===== src/core/sbl_pkg.sv =====
// Operation
// RULE_01: First byte 5AH at 9600 bps is echoed; unrecognised bytes get no answer.
// RULE_02: Baud change code is echoed; on error three A1H, A3H or 62H, then halt.
// RULE_03: From byte five the new rate applies; command 60H is echoed.
// RULE_04: Invalid command byte: send 63H three times, then halt.
// RULE_05: Count storage address bytes seven and nine get no answer.
// RULE_06: Comparison start address bytes eleven and thirteen get no answer.
// RULE_07: Controller sends password string from byte fifteen; device stays silent.
// RULE_08: All FFH in FFE0H to FFFFH means blank; password comparison skipped.
// RULE_09: Password mismatch stops the link and halts until pin reset.
// RULE_10: Any error during password address or string reception halts silently.
// RULE_11: With read protection enabled the device halts instead of loading.
// RULE_12: Controller must not send a lone end record after the password.
// RULE_13: During loading nothing is echoed; bytes before 3AH are discarded.
// RULE_14: Record is length, address, type, data, checksum; data goes to RAM.
// RULE_15: Receive error or malformed record halts without any error code.
// RULE_16: After a clean end record send checksum upper byte, then lower.
// RULE_17: Controller waits for both checksum bytes to judge the transfer.
// RULE_18: After both checksum bytes execution starts at first data record address.
// RULE_19: Controller always sends a baud code; 28H keeps 9600 bps.
// RULE_20: Password length N read from count address; N bytes compared from start.
// RULE_21: Once halted, all input is ignored and nothing is sent until reset.
package sbl_pkg;

   localparam logic [7:0]  SBL_MATCH      = 8'h5A;
   localparam logic [7:0]  SBL_BAUD_9600  = 8'h28;
   localparam logic [7:0]  SBL_CMD_RAM    = 8'h60;
   localparam logic [7:0]  SBL_ERR_FRAME  = 8'hA1;
   localparam logic [7:0]  SBL_ERR_OVRN   = 8'hA3;
   localparam logic [7:0]  SBL_ERR_BAUD   = 8'h62;
   localparam logic [7:0]  SBL_ERR_CMD    = 8'h63;
   localparam logic [7:0]  SBL_REC_START  = 8'h3A;
   localparam logic [7:0]  SBL_REC_DATA   = 8'h00;
   localparam logic [7:0]  SBL_REC_END    = 8'h01;
   localparam logic [7:0]  SBL_BLANK_BYTE = 8'hFF;
   localparam logic [15:0] SBL_BLANK_LO   = 16'hFFE0;
   localparam logic [15:0] SBL_BLANK_HI   = 16'hFFFF;
   localparam logic [1:0]  SBL_ERR_REPEAT = 2'h3;
   localparam logic [7:0]  SBL_ONE8       = 8'h01;
   localparam logic [1:0]  SBL_ONE2       = 2'h1;

   typedef enum logic [4:0] {
      SBL_S_MATCH     = 5'h00,
      SBL_S_ECHO1     = 5'h01,
      SBL_S_BAUD      = 5'h03,
      SBL_S_ECHO2     = 5'h02,
      SBL_S_CMD       = 5'h06,
      SBL_S_ECHO3     = 5'h07,
      SBL_S_PCA_H     = 5'h05,
      SBL_S_PCA_L     = 5'h04,
      SBL_S_PSA_H     = 5'h0C,
      SBL_S_PSA_L     = 5'h0D,
      SBL_S_BLANK_RD  = 5'h0F,
      SBL_S_BLANK_CHK = 5'h0E,
      SBL_S_CNT_RD    = 5'h0A,
      SBL_S_CNT_CHK   = 5'h0B,
      SBL_S_PW_RX     = 5'h09,
      SBL_S_PW_CHK    = 5'h08,
      SBL_S_HEX_IDLE  = 5'h18,
      SBL_S_HEX_LEN   = 5'h19,
      SBL_S_HEX_AH    = 5'h1B,
      SBL_S_HEX_AL    = 5'h1A,
      SBL_S_HEX_TYPE  = 5'h1E,
      SBL_S_HEX_DATA  = 5'h1F,
      SBL_S_HEX_CK    = 5'h1D,
      SBL_S_SUM_H     = 5'h1C,
      SBL_S_SUM_L     = 5'h14,
      SBL_S_RUN       = 5'h15,
      SBL_S_ERR_TX    = 5'h17,
      SBL_S_HALT      = 5'h16
   } sbl_state_type;

   // Only the initial rate code is known to be legal for this part
   function automatic logic sbl_baud_ok(input logic [7:0] code);
      return code == SBL_BAUD_9600;
   endfunction

   // Receive error byte: framing error wins over overrun
   function automatic logic [7:0] sbl_rx_err_code(input logic ferr);
      return ferr ? SBL_ERR_FRAME : SBL_ERR_OVRN;
   endfunction

endpackage


===== src/core/sbl_loader.sv =====
`timescale 1ns/1ns
module sbl_loader
   import sbl_pkg::*;
(
   input  wire logic        mclk,
   input  wire logic        rst,
   input  wire logic        rx_valid,
   input  wire logic [7:0]  rx_byte,
   input  wire logic        rx_ferr,
   input  wire logic        rx_oerr,
   input  wire logic        tx_ready,
   input  wire logic        read_protect,
   input  wire logic [7:0]  mem_rdata,
   output logic             tx_valid_q,
   output logic [7:0]       tx_byte_q,
   output logic             autobaud_q,
   output logic [7:0]       baud_code_q,
   output logic             baud_apply_q,
   output logic             mem_rd_q,
   output logic [15:0]      mem_addr_q,
   output logic             ram_we_q,
   output logic [15:0]      ram_addr_q,
   output logic [7:0]       ram_wdata_q,
   output logic             jump_q,
   output logic [15:0]      jump_addr_q,
   output logic             halt_q
);

   // ------------------------------------------------------------
   // State
   // ------------------------------------------------------------
   sbl_state_type st_q, st_d;
   logic        tx_valid_d, autobaud_d, baud_apply_d, mem_rd_d, ram_we_d, jump_d, halt_d;
   logic [7:0]  tx_byte_d, baud_code_d, ram_wdata_d;
   logic [15:0] mem_addr_d, ram_addr_d, jump_addr_d;
   logic        rdv_q;
   logic [1:0]  err_cnt_q, err_cnt_d;
   logic [15:0] pca_q, pca_d, psa_q, psa_d;
   logic [7:0]  cnt_q, cnt_d, pw_n_q, pw_n_d, hold_q, hold_d;
   logic [7:0]  rec_len_q, rec_len_d, rsum_q, rsum_d;
   logic [15:0] rec_addr_q, rec_addr_d, sum_q, sum_d;
   logic        end_rec_q, end_rec_d, first_q, first_d;
   logic        tx_acc, rx_ok, rx_bad;

   assign tx_acc = tx_valid_q & tx_ready;
   assign rx_ok  = rx_valid & ~rx_ferr & ~rx_oerr;
   assign rx_bad = rx_valid & (rx_ferr | rx_oerr);

   // ------------------------------------------------------------
   // Next state
   // ------------------------------------------------------------
   always_comb begin
      st_d         = st_q;
      tx_valid_d   = tx_valid_q & ~tx_ready;
      tx_byte_d    = tx_byte_q;
      autobaud_d   = 1'b0;
      baud_code_d  = baud_code_q;
      baud_apply_d = baud_apply_q;
      mem_rd_d     = 1'b0;
      mem_addr_d   = mem_addr_q;
      ram_we_d     = 1'b0;
      ram_addr_d   = ram_addr_q;
      ram_wdata_d  = ram_wdata_q;
      jump_d       = 1'b0;
      jump_addr_d  = jump_addr_q;
      halt_d       = halt_q;
      err_cnt_d    = err_cnt_q;
      pca_d        = pca_q;
      psa_d        = psa_q;
      cnt_d        = cnt_q;
      pw_n_d       = pw_n_q;
      hold_d       = hold_q;
      rec_len_d    = rec_len_q;
      rsum_d       = rsum_q;
      rec_addr_d   = rec_addr_q;
      sum_d        = sum_q;
      end_rec_d    = end_rec_q;
      first_d      = first_q;
      unique case (st_q)
         // RULE_01 match and echo
         SBL_S_MATCH: begin
            autobaud_d = 1'b1;
            if (rx_ok && rx_byte == SBL_MATCH) begin
               tx_valid_d = 1'b1;
               tx_byte_d  = SBL_MATCH;
               autobaud_d = 1'b0;
               st_d       = SBL_S_ECHO1;
            end
         end
         SBL_S_ECHO1: if (tx_acc) st_d = SBL_S_BAUD;
         // RULE_02 baud code check
         SBL_S_BAUD: if (rx_valid) begin
            err_cnt_d  = 2'h0;
            tx_valid_d = 1'b1;
            if (rx_bad) begin
               tx_byte_d = sbl_rx_err_code(rx_ferr);
               st_d      = SBL_S_ERR_TX;
            end else if (!sbl_baud_ok(rx_byte)) begin
               tx_byte_d = SBL_ERR_BAUD;
               st_d      = SBL_S_ERR_TX;
            end else begin
               tx_byte_d   = rx_byte;
               baud_code_d = rx_byte;
               st_d        = SBL_S_ECHO2;
            end
         end
         // RULE_03 new rate after echo
         SBL_S_ECHO2: if (tx_acc) begin
            baud_apply_d = 1'b1;
            st_d         = SBL_S_CMD;
         end
         // RULE_04 command check
         SBL_S_CMD: if (rx_valid) begin
            err_cnt_d  = 2'h0;
            tx_valid_d = 1'b1;
            if (rx_bad) begin
               tx_byte_d = sbl_rx_err_code(rx_ferr);
               st_d      = SBL_S_ERR_TX;
            end else if (rx_byte != SBL_CMD_RAM) begin
               tx_byte_d = SBL_ERR_CMD;
               st_d      = SBL_S_ERR_TX;
            end else begin
               tx_byte_d = rx_byte;
               st_d      = SBL_S_ECHO3;
            end
         end
         // RULE_11 read protection blocks loading
         SBL_S_ECHO3: if (tx_acc) st_d = read_protect ? SBL_S_HALT : SBL_S_PCA_H;
         // RULE_05 silent count address
         SBL_S_PCA_H: if (rx_valid) begin
            pca_d[15:8] = rx_byte;
            st_d        = rx_bad ? SBL_S_HALT : SBL_S_PCA_L;
         end
         SBL_S_PCA_L: if (rx_valid) begin
            pca_d[7:0] = rx_byte;
            st_d       = rx_bad ? SBL_S_HALT : SBL_S_PSA_H;
         end
         // RULE_06 silent start address
         SBL_S_PSA_H: if (rx_valid) begin
            psa_d[15:8] = rx_byte;
            st_d        = rx_bad ? SBL_S_HALT : SBL_S_PSA_L;
         end
         // RULE_10 receive error halts
         SBL_S_PSA_L: if (rx_valid) begin
            psa_d[7:0] = rx_byte;
            mem_addr_d = SBL_BLANK_LO;
            st_d       = rx_bad ? SBL_S_HALT : SBL_S_BLANK_RD;
         end
         SBL_S_BLANK_RD: begin
            mem_rd_d = 1'b1;
            st_d     = SBL_S_BLANK_CHK;
         end
         // RULE_08 blank part skips password
         SBL_S_BLANK_CHK: if (rdv_q) begin
            if (mem_rdata != SBL_BLANK_BYTE) begin
               st_d = SBL_S_CNT_RD;
            end else if (mem_addr_q == SBL_BLANK_HI) begin
               st_d = SBL_S_HEX_IDLE;
            end else begin
               mem_addr_d = mem_addr_q + 16'h0001;
               st_d       = SBL_S_BLANK_RD;
            end
         end
         SBL_S_CNT_RD: begin
            mem_rd_d   = 1'b1;
            mem_addr_d = pca_q;
            st_d       = SBL_S_CNT_CHK;
         end
         // RULE_20 password length fetch
         SBL_S_CNT_CHK: if (rdv_q) begin
            pw_n_d = mem_rdata;
            cnt_d  = 8'h00;
            st_d   = (mem_rdata == 8'h00) ? SBL_S_HEX_IDLE : SBL_S_PW_RX;
         end
         // RULE_07 silent password bytes
         SBL_S_PW_RX: if (rx_valid) begin
            hold_d     = rx_byte;
            mem_rd_d   = rx_ok;
            mem_addr_d = psa_q + {8'h00, cnt_q};
            st_d       = rx_bad ? SBL_S_HALT : SBL_S_PW_CHK;
         end
         // RULE_09 mismatch halts
         SBL_S_PW_CHK: if (rdv_q) begin
            cnt_d = cnt_q + SBL_ONE8;
            if (mem_rdata != hold_q) st_d = SBL_S_HALT;
            else if (cnt_q + SBL_ONE8 == pw_n_q) st_d = SBL_S_HEX_IDLE;
            else st_d = SBL_S_PW_RX;
         end
         // RULE_13 discard until start mark
         SBL_S_HEX_IDLE: if (rx_valid) begin
            if (rx_bad) st_d = SBL_S_HALT;
            else if (rx_byte == SBL_REC_START) st_d = SBL_S_HEX_LEN;
         end
         // RULE_15 receive error halts silently
         SBL_S_HEX_LEN: if (rx_valid) begin
            rec_len_d = rx_byte;
            rsum_d    = rx_byte;
            st_d      = rx_bad ? SBL_S_HALT : SBL_S_HEX_AH;
         end
         SBL_S_HEX_AH: if (rx_valid) begin
            rec_addr_d[15:8] = rx_byte;
            rsum_d           = rsum_q + rx_byte;
            st_d             = rx_bad ? SBL_S_HALT : SBL_S_HEX_AL;
         end
         SBL_S_HEX_AL: if (rx_valid) begin
            rec_addr_d[7:0] = rx_byte;
            rsum_d          = rsum_q + rx_byte;
            st_d            = rx_bad ? SBL_S_HALT : SBL_S_HEX_TYPE;
         end
         // RULE_15 unknown record type halts
         SBL_S_HEX_TYPE: if (rx_valid) begin
            rsum_d    = rsum_q + rx_byte;
            cnt_d     = 8'h00;
            end_rec_d = rx_byte == SBL_REC_END;
            if (rx_bad || (rx_byte != SBL_REC_DATA && rx_byte != SBL_REC_END))
               st_d = SBL_S_HALT;
            else if (rec_len_q == 8'h00) st_d = SBL_S_HEX_CK;
            else st_d = SBL_S_HEX_DATA;
         end
         // RULE_14 data bytes into RAM
         SBL_S_HEX_DATA: if (rx_valid) begin
            rsum_d      = rsum_q + rx_byte;
            ram_we_d    = rx_ok;
            ram_addr_d  = rec_addr_q + {8'h00, cnt_q};
            ram_wdata_d = rx_byte;
            sum_d       = sum_q + {8'h00, rx_byte};
            cnt_d       = cnt_q + SBL_ONE8;
            if (rx_bad) st_d = SBL_S_HALT;
            else if (cnt_q + SBL_ONE8 == rec_len_q) st_d = SBL_S_HEX_CK;
         end
         // RULE_16 checksum upper byte first
         SBL_S_HEX_CK: if (rx_valid) begin
            if (rx_bad || rsum_q + rx_byte != 8'h00) begin
               st_d = SBL_S_HALT;
            end else if (end_rec_q) begin
               tx_valid_d = 1'b1;
               tx_byte_d  = sum_q[15:8];
               st_d       = SBL_S_SUM_H;
            end else begin
               // RULE_18 first data record sets entry
               if (!first_q) jump_addr_d = rec_addr_q;
               first_d = 1'b1;
               st_d    = SBL_S_HEX_IDLE;
            end
         end
         SBL_S_SUM_H: if (tx_acc) begin
            tx_valid_d = 1'b1;
            tx_byte_d  = sum_q[7:0];
            st_d       = SBL_S_SUM_L;
         end
         // RULE_18 jump after lower byte
         SBL_S_SUM_L: if (tx_acc) begin
            jump_d = 1'b1;
            st_d   = SBL_S_RUN;
         end
         SBL_S_RUN: st_d = SBL_S_RUN;
         // RULE_02 three error copies
         SBL_S_ERR_TX: if (tx_acc) begin
            err_cnt_d = err_cnt_q + SBL_ONE2;
            if (err_cnt_q + SBL_ONE2 == SBL_ERR_REPEAT) st_d = SBL_S_HALT;
            else tx_valid_d = 1'b1;
         end
         // RULE_21 halted until reset
         SBL_S_HALT: begin
            halt_d     = 1'b1;
            tx_valid_d = 1'b0;
         end
         default: st_d = SBL_S_HALT;
      endcase
   end

   always_ff @(posedge mclk) begin
      if (rst) begin
         st_q <= SBL_S_MATCH;
         tx_valid_q <= 1'b0;
         tx_byte_q <= 8'h00;
         autobaud_q <= 1'b0;
         baud_code_q <= SBL_BAUD_9600;
         baud_apply_q <= 1'b0;
         mem_rd_q <= 1'b0;
         mem_addr_q <= 16'h0000;
         rdv_q <= 1'b0;
         ram_we_q <= 1'b0;
         ram_addr_q <= 16'h0000;
         ram_wdata_q <= 8'h00;
         jump_q <= 1'b0;
         jump_addr_q <= 16'h0000;
         halt_q <= 1'b0;
         err_cnt_q <= 2'h0;
         pca_q <= 16'h0000;
         psa_q <= 16'h0000;
         cnt_q <= 8'h00;
         pw_n_q <= 8'h00;
         hold_q <= 8'h00;
         rec_len_q <= 8'h00;
         rsum_q <= 8'h00;
         rec_addr_q <= 16'h0000;
         sum_q <= 16'h0000;
         end_rec_q <= 1'b0;
         first_q <= 1'b0;
      end else begin
         st_q <= st_d;
         tx_valid_q <= tx_valid_d;
         tx_byte_q <= tx_byte_d;
         autobaud_q <= autobaud_d;
         baud_code_q <= baud_code_d;
         baud_apply_q <= baud_apply_d;
         mem_rd_q <= mem_rd_d;
         mem_addr_q <= mem_addr_d;
         rdv_q <= mem_rd_q;
         ram_we_q <= ram_we_d;
         ram_addr_q <= ram_addr_d;
         ram_wdata_q <= ram_wdata_d;
         jump_q <= jump_d;
         jump_addr_q <= jump_addr_d;
         halt_q <= halt_d;
         err_cnt_q <= err_cnt_d;
         pca_q <= pca_d;
         psa_q <= psa_d;
         cnt_q <= cnt_d;
         pw_n_q <= pw_n_d;
         hold_q <= hold_d;
         rec_len_q <= rec_len_d;
         rsum_q <= rsum_d;
         rec_addr_q <= rec_addr_d;
         sum_q <= sum_d;
         end_rec_q <= end_rec_d;
         first_q <= first_d;
      end
   end
endmodule // sbl_loader


===== config.mk =====
export PLATFORM = sky130hd
export DESIGN_NAME = sbl_loader
export DESIGN_NICKNAME = d
export VERILOG_FILES = /design/src/core/sbl_pkg.sv /design/src/core/sbl_loader.sv
export SDC_FILE = /design/constraint.sdc
export NUM_CORES = 1
export LEC_CHECK = 0
export BUFFER_PORTS_ARGS = -buffer_cell sky130_fd_sc_hd__buf_2
export CAP_MARGIN = 20
export CORE_MARGIN = 10
export CORE_UTILIZATION = 28
export CTS_CLUSTER_SIZE = 25
export DETAILED_ROUTE_END_ITERATION = 10
export PLACE_DENSITY = 0.52
export SLEW_MARGIN = 20
export SYNTH_ARGS = -nofsm -noshare
export SYNTH_HDL_FRONTEND = slang
export SYNTH_SLANG_ARGS = --single-unit
export TNS_END_PERCENT = 5

===== constraint.sdc =====
create_clock -name mclk -period 2.7 [get_ports mclk]
set_input_delay 0.27 -clock mclk [delete_from_list [all_inputs] [get_ports mclk]]
set_output_delay 0.27 -clock mclk [all_outputs]
set_load 0.05 [all_outputs]

==> metrics.cfg, run 1 <==
[power_and_ir_drop]
leakagePower_nw=5.43
power.switching_mw=2.91
pwr-share-seq_pct=38.8
p_clk_share_pct=32.6
ir_drop_v=0.000357
p_int_mw=5.07
combPwrFrac_pct=28.6
powerDensity_mw_per_mm2=603
p_total_mw=7.98
p_sw_share_pct=36.5

[clock_network]
clk_pin_slew_ns=0.08
cts_tree=built
numCtsBuffers=17
cts_hold_buf=0
cts_max_level=4
clock_latency_ns=0.47
clockBufferDepth=2
cts_root_buf=clkbuf_16
clock-sinks=193

[floorplan]
initial_core_util_pct=28.3
die-width_microns=217
row_count=72
core_area_sq_mm=0.0386
ioPinCount=102
fp.dieH_microns=217
die_area_sq_mm=0.0473

[timing]
min_period_over_period_pct=98.8
whs_ns=0.0975
setup_viol=0
skew_ns=0.0129
rsz0062_at_grt=true
fmax_ghz=0.375
hold_viol=0
tightest_slew_ns=0.815
slew_headroom_pct=45.6
fin_crit_ns=2.67
maxSlewViolCount=0

[yosys]
synth_ff_type=dfxtp_1
ys_seq_area_share_pct=35.4
synthCells=1345
ys_types=81
synthTopCellsByArea=dfxtp_1 (35%), mux2i_1 (7.1%), nor2_1 (6.5%)
syn_area_per_cell_sq_um=8.12
yosysWarnings=0
synth_seq_cells=193
yosys.area.top_type_share_pct=35.4
yosysTopAreaCell=dfxtp_1
mappedNetlistArea_sq_mm=0.0109
synth_edf_count=0
syn_nets=1406
ys_async_sr_fraction_pct=0

[place]
place_area_sq_mm=0.0125
dp_hpwl_mm=27.2
io_buffers=101
gp_congestion=0.885

[outcome]
status=finished clean

[final_layout]
final_util_pct=34.2
synthToLayoutAreaGrowth_pct=21.2
layout-drive-gt1-share_pct=18.2
n_antenna_cell=0
final_area_sq_mm=0.0132
final_nets=1546
fillers=4100

[drt]
vias=10300
ant_nets=0
vias_per_cell=5.13
wirelength_mm=37.3
drt-initial-drc-count=753
drc_errors=0
first_pass_iters=5
wl_per_cell_microns=18.5

[global_routing]
grt_pass1_wl_mm=58.5
grt_usage_pct=15.6
grt_pass1_vias=10000
grt_max_degree=171
overflow=0
antenna_found_initial=0

[hold_path]
hp-class=input port to flop

[setup_path]
cp-start-kind=flop
critPathMaxFanout=16
crit_path_end_kind=flop
crit_type=flop to flop
required_ns=3.04
arrival_ns=3.01

[flow_run]
max_cap_viol_count=0

flip-flops by register name (all words and copies together) (netlist names), 16 cells and up:
name         flops
ram_addr_q      16
rec_addr_q      16
jump_addr_q     16
pca_q           16
sum_q           16
mem_addr_q      16
psa_q           16
power groups by stage:
stage          logic (mW)  clock network [mW]  registers [mW]
2_1_floorplan        1.28                   0            3.29
3_3_place_gp         2.24                   0            3.16
3_5_place_dp         2.25                   0            3.16
4_1_cts              2.26                2.68            3.09
5_1_grt              2.46                2.78            3.12
6_report             2.28                2.60            3.10
logic make-up after synthesis:
group,Yosys count,share of synthesized area (%)
AO/OA/AOI/OAI,308,18.2
AND/OR/NAND/NOR,540,24.3
flip-flops,193,35.4
adder cells (fa/ha/maj),38,4.63
multiplexers,77,7.06
buffers and inverters,109,4.00
XOR/XNOR,80,6.42
routing by layer:
metal  share of wire (%)  global-route usage [%]
met5                   0                       0
met4                 2.5                    6.29
met3                 3.6                    2.45
met2                  48                    25.8
met1                  46                    19.8
placed cells by master (no fill, tap or decap), drive strengths merged, types with 31 or more instances in the layout:
master	count
xnor2	49
mux2i	77
dfxtp	193
nor3	43
nand2	121
a21oi	109
nor2	190
inv	37
o21ai	65
nand3	39
xor2	31
ha	34
buf	201
critical path, stage by stage, from the launching register on:
cell and delay [ns]:
dfxtp_1 0.32, ha_1 0.20, fa_2 0.39, xnor2_2 0.16, nand2_1 0.11, a2111oi_4 0.33, nor4b_4 0.30, buf_4 0.20
nand4_4 0.11, buf_12 0.18, mux2i_1 0.17, nor2_1 0.05
synthesized netlist by cell type, types with 7 or more instances:
cell type and number:
a211oi_1 23, a21oi_1 109, a221oi_1 10, a22oi_1 7, a311oi_1 7, a31oi_1 13
and2_1 15, and3_1 19, buf_2 16, clkbuf_1 58, dfxtp_1 193, ha_1 34
inv_1 26, mux2i_1 77, nand2_1 121, nand2b_1 11, nand3_1 38, nand4_1 20
nor2_1 190, nor2b_1 15, nor3_1 38, nor3b_1 10, nor4_1 17, o21ai_0 43
o21ai_1 21, or3_1 8, xnor2_1 49, xor2_1 31
metrics by stage:
| step | setup WS [ns] | cells | setup TNS, ns |
|---|---|---|---|
| final | 0.0334 | 2016 | 0 |
| after global routing | -0.135 | 2016 | -1.97 |
| after CTS | 0.0141 | 2016 | 0 |
| after detailed placement | -0.196 | 1981 | -4.49 |
| after global placement | -0.121 | 1981 | -2.50 |
| after floorplan | 0.0437 | 1345 | 0 |
cell type report:
| cell class | count | area, sq um | area share (%) |
|---|---|---|---|
| clock buffer | 18 | 429 | 3.24 |
| clock inverter | 14 | 160 | 1.21 |
| inverter | 29 | 109 | 0.823 |
| multi-input combinational | 1043 | 6710 | 50.7 |
| sequential | 193 | 3870 | 29.2 |
| tap | 518 | 648 | 4.90 |
| timing repair buffer | 201 | 1310 | 9.89 |
path summary, 6_finish.rpt:
| check | startpoint | slack, ns | cells past startpoint | end |
|---|---|---|---|---|
| max | rsum_q[0]$_SDFFE_PP0P_ | 0.03 | 11 | jump_addr_q[0]$_SDFFE_PP0P_ |
| min reg2reg | baud_code_q[3]$_SDFFE_PP1P_ | 0.45 | 1 | baud_code_q[3]$_SDFFE_PP1P_ |
| max reg2reg | rsum_q[0]$_SDFFE_PP0P_ | 0.03 | 11 | jump_addr_q[0]$_SDFFE_PP0P_ |
| min | mem_rdata[6] | 0.1 | 3 | pw_n_q[6]$_SDFFE_PP0P_ |
repair_timing:
item | in CTS | in global routing
gates resized for setup | 2 | 16
setup buffers | 3 | 0
hold endpoints to repair | 0 | 0
endpoints found under the setup margin | 25 | 45
pin swaps | 1 | 1
Power figures use the tool's default switching activity.
==> inputs of run 2 (changes only) <==
CTS_BUF_LIST = sky130_fd_sc_hd__clkbuf_4 sky130_fd_sc_hd__clkbuf_8 sky130_fd_sc_hd__clkbuf_16   (was default)
==> run 2 against run 1 <==
Combinational power is essentially flat; critical path depth stayed put; clock power about the same; routed wire length barely moved; design area about the same; worst hold slack barely moved; register-to-register slack is essentially flat; setup slack barely moved; die area unchanged; sequential cell count is the same; critical endpoint unchanged; highest routed layer unchanged.
==> metrics.cfg, run 2 (synthesis results as in run 1) <==
[clock_network]
cts_tree=built
cts_hold_buf=0
cts_max_level=4
numCtsBuffers=17
clock_latency_ns=0.47
clockBufferDepth=2
clock-sinks=193
cts_root_buf=clkbuf_16
clk_pin_slew_ns=0.08

[place]
gp_congestion=0.885
io_buffers=101
dp_hpwl_mm=27.2
place_area_sq_mm=0.0125

[setup_path]
crit_family=adder cells
crit_slowest_cell=fa_2
critPathMaxFanout=16
crit_type=flop to flop
worstReg2RegStart=rsum_q[0]$_SDFFE_PP0P_
cp-start-kind=flop
ff2ff_path_depth=11
worstPathCellList=ha_1 > fa_2 > xnor2_2 > nand2_1 > a2111oi_4 > nor4b_4 > buf_4 > nand4_4 > buf_12 > mux2i_1 > nor2_1
critical-path-max-stage-delay_ns=0.39
crit_path_end_kind=flop
crit_start=rsum_q[0]$_SDFFE_PP0P_
arrival_ns=3.01
cp.buffers_inverters=2
cp_num_cells=11
required_ns=3.04

[power_and_ir_drop]
leakagePower_nw=5.43
powerDensity_mw_per_mm2=604
ir_drop_v=0.000357
p_total_mw=7.99

[timing]
slew_headroom_pct=45.6
hold_viol=0
skew_ns=0.0129
setup_viol=0
tns_ns=0
fmax_ghz=0.375
tightest_slew_ns=0.816
maxSlewViolCount=0
min_period_over_period_pct=98.8
fin_crit_ns=2.67
rsz0062_at_grt=true

[drt]
drt-initial-drc-count=753
first_pass_iters=5
wirelength_mm=37.3
drc_errors=0
vias_per_cell=5.13
ant_nets=0
wl_per_cell_microns=18.5
vias=10300

[floorplan]
row_count=72
core_area_sq_mm=0.0386
die_area_sq_mm=0.0473
die-width_microns=217
fp.dieH_microns=217
ioPinCount=102
initial_core_util_pct=28.3

[global_routing]
grt_max_degree=171
grt_pass1_wl_mm=58.5
grt_usage_pct=15.6
overflow=0
antenna_found_initial=0
grt_pass1_vias=10000

[hold_path]
min_from=mem_rdata[6]
hold_depth=3
hp-class=input port to flop

[final_layout]
final_nets=1546
mostFrequentLayoutCells=nor2_1 (190), dfxtp_1 (190), nand2_1 (121), a21oi_1 (108), buf_2 (100)
n_antenna_cell=0
synthToLayoutAreaGrowth_pct=21.2
layout-drive-gt1-share_pct=18.2
final_util_pct=34.2
final_area_sq_mm=0.0132
fillers=4098

[flow_run]
max_cap_viol_count=0

[outcome]
status=finished clean

## run 2: per-stage QoR
step                instances  hold WS [ns]  worst slack, ns
detailed placement       1981         0.435           -0.196
CTS                      2016        0.0773           0.0141
global route             2016         0.125           -0.135
finish                   2016        0.0975           0.0334
floorplan                1345         0.414           0.0437
global placement         1981         0.434           -0.121
## run 2: what timing repair did
action	CTS	global route
buffers inserted	3	0
resized for setup	2	16
setup endpoints to repair	25	45
pin swaps	1	1
## run 2: routing by layer
metal	global-route usage (%)	part of all wire, %	routed length [microns]
met4	6.29	2.5	941
met5	0	0	0
met3	2.45	3.6	1340
met2	25.8	48	17800
met1	19.8	46	17200
## run 2: cell type report
class                           instances  area [sq um]  area share [%]
Multi-Input combinational cell       1043          6710            50.7
Clock buffer                           18           433            3.27
Clock inverter                         14           160            1.21
Inverter                               29           109           0.823
Tap cell                              518           648            4.90
Timing Repair Buffer                  201          1310            9.89
Sequential cell                       193          3870            29.2
## run 2: worst reg2reg max path, delay by kind of cell (launching register included)
family | cells | cell delay, ns
adders and majority gates | 2 | 0.59
and+or+nand+nor | 4 | 0.57
buffers and inverters | 2 | 0.38
AOI/OAI and AO/OA | 1 | 0.33
DFF | 1 | 0.32
muxes | 1 | 0.20
xor gates and xnor gates | 1 | 0.17
## run 2: where the power goes
| part | internal [mW] | switching [mW] | leakage (nW) |
|---|---|---|---|
| Sequential | 2.96 | 0.140 | 1.56 |
| Combinational | 0.865 | 1.42 | 3.59 |
| Clock | 1.26 | 1.35 | 0.284 |
| Total | 5.08 | 2.91 | 5.43 |
## run 2: worst paths after layout
path	end	slack, ns
max reg2reg	jump_addr_q[0]$_SDFFE_PP0P_	0.03
min reg2reg	baud_code_q[3]$_SDFFE_PP1P_	0.45
max	jump_addr_q[0]$_SDFFE_PP0P_	0.03
min	pw_n_q[6]$_SDFFE_PP0P_	0.1
==> inputs of run 3 (changes only) <==
CELL_PAD_IN_SITES_DETAIL_PLACEMENT = 0   (was default)
CELL_PAD_IN_SITES_GLOBAL_PLACEMENT = 2   (was default)
PLACE_DENSITY = 0.75   (was 0.52)
==> run 3 against run 2 <==
Clock-buffer cell count grew 3; setup slack gained 0.051 ns; first-iteration DRC count shrank 1.7%; via count grew 1.4%; die area is the same; maximum frequency grew 2.0%; combinational power is essentially flat; global-route usage grew 0.99 points; design area grew 0.53%; non-clock buffer count grew 11; worst hold slack gained 0.040 ns; sequential cell count is the same; largest power group unchanged.
==> metrics.cfg, run 3 (synthesis results as in run 1) <==
[place]
gp_congestion=0.902
dp_cells=1994
dp_hpwl_mm=29.5
place_area_sq_mm=0.0126
dp_slack_ns=-0.224
io_buffers=101

[drt]
drt-initial-drc-count=740
wl_per_cell_microns=19.7
vias_per_cell=5.17
wirelength_mm=39.9
ant_nets=0
first_pass_iters=5
drc_errors=0
vias=10500

[timing]
tightest_slew_ns=0.774
maxSlewViolCount=0
tns_ns=0
fmax_ghz=0.382
hold_viol=0
whs_ns=0.137
fin_crit_ns=2.62
slew_headroom_pct=48.4
setup_viol=0
rsz0062_at_grt=true
skew_ns=0.0102
setup_ws_ns=0.0845
min_period_over_period_pct=96.9

[global_routing]
antenna_found_initial=2
grt_pass1_wl_mm=61.9
overflow=0
grt_pass1_vias=10200
grt_max_degree=106
grt_usage_pct=16.6

[setup_path]
critical-path-max-stage-delay_ns=0.38
crit_path_end_kind=flop
crit_type=flop to flop
critPathMaxFanout=16
cp.buffers_inverters=2
arrival_ns=2.94
crit_family=simple AND/OR/NAND/NOR gates
crit_slowest_cell=fa_2
required_ns=3.02
worstPathCellList=ha_4 > fa_2 > xnor2_2 > nand2_1 > a2111oi_4 > nor4b_4 > buf_4 > nand4_4 > buf_12 > mux2i_1 > nor2_1
cp-start-kind=flop

[flow_run]
max_cap_viol_count=0

[clock_network]
clock-sinks=193
numCtsBuffers=17
clock_latency_ns=0.45
cts_tree=built
cts_root_buf=clkbuf_16
cts_max_level=4
clockBufferDepth=2
clk_pin_slew_ns=0.08

[power_and_ir_drop]
ir_drop_v=0.000487
powerDensity_mw_per_mm2=596
p_total_mw=7.93
leakagePower_nw=5.48

[outcome]
status=finished clean

[final_layout]
synthToLayoutAreaGrowth_pct=21.8
final_nets=1557
final_area_sq_mm=0.0133
stdcell_count=2027
layout-drive-gt1-share_pct=19.0
n_antenna_cell=0
mostFrequentLayoutCells=nor2_1 (190), dfxtp_1 (190), nand2_1 (121), buf_4 (109), a21oi_1 (108)
final_util_pct=34.4

[hold_path]
hp-class=input port to flop

[floorplan]
row_count=72
fp.dieH_microns=217
die_area_sq_mm=0.0473
core_area_sq_mm=0.0386
ioPinCount=102
initial_core_util_pct=28.3
die-width_microns=217

-- run 3: metal layers --
layer | wire (microns) | GRT usage, %
met5 | 0 | 0
met4 | 1020 | 5.43
met3 | 1610 | 2.51
met2 | 18300 | 26.5
met1 | 19000 | 22.3
-- run 3: tightest hold or removal path: stages --
cell	delay, ns
buf_2	0.13
mux2i_1	0.07
nor2_1	0.07
-- run 3: power by group --
| group | leakage (nW) | internal (mW) | switching, mW | total [mW] |
|---|---|---|---|---|
| Combinational | 3.65 | 0.832 | 1.43 | 2.26 |
| Sequential | 1.56 | 2.96 | 0.163 | 3.12 |
| Clock | 0.272 | 1.28 | 1.26 | 2.54 |
-- run 3: path summary, 6_finish.rpt --
check	from	end	slack, ns	cells past startpoint
max	rsum_q[0]$_SDFFE_PP0P_	jump_addr_q[5]$_SDFFE_PP0P_	0.08	11
min	mem_rdata[1]	pw_n_q[1]$_SDFFE_PP0P_	0.14	3
max reg2reg	rsum_q[0]$_SDFFE_PP0P_	jump_addr_q[5]$_SDFFE_PP0P_	0.08	11
min reg2reg	baud_code_q[3]$_SDFFE_PP1P_	baud_code_q[3]$_SDFFE_PP1P_	0.45	1
-- run 3: area by class of cell --
| cell class | count | area [sq um] |
|---|---|---|
| Tap cell | 518 | 648 |
| Clock inverter | 11 | 93.8 |
| Timing Repair Buffer | 212 | 1380 |
| Multi-Input combinational cell | 1043 | 6740 |
| Clock buffer | 21 | 468 |
| Fill cell | 4096 | 25300 |
| Sequential cell | 193 | 3870 |
| Inverter | 29 | 109 |
-- run 3: repair_timing --
item / in CTS / in global routing
pin swaps: 1 / 2
hold buffers: 0 / 0
resized for setup: 6 / 17
buffers inserted: 1 / 0
cloned: 0 / 0
setup endpoints to repair: 33 / 43
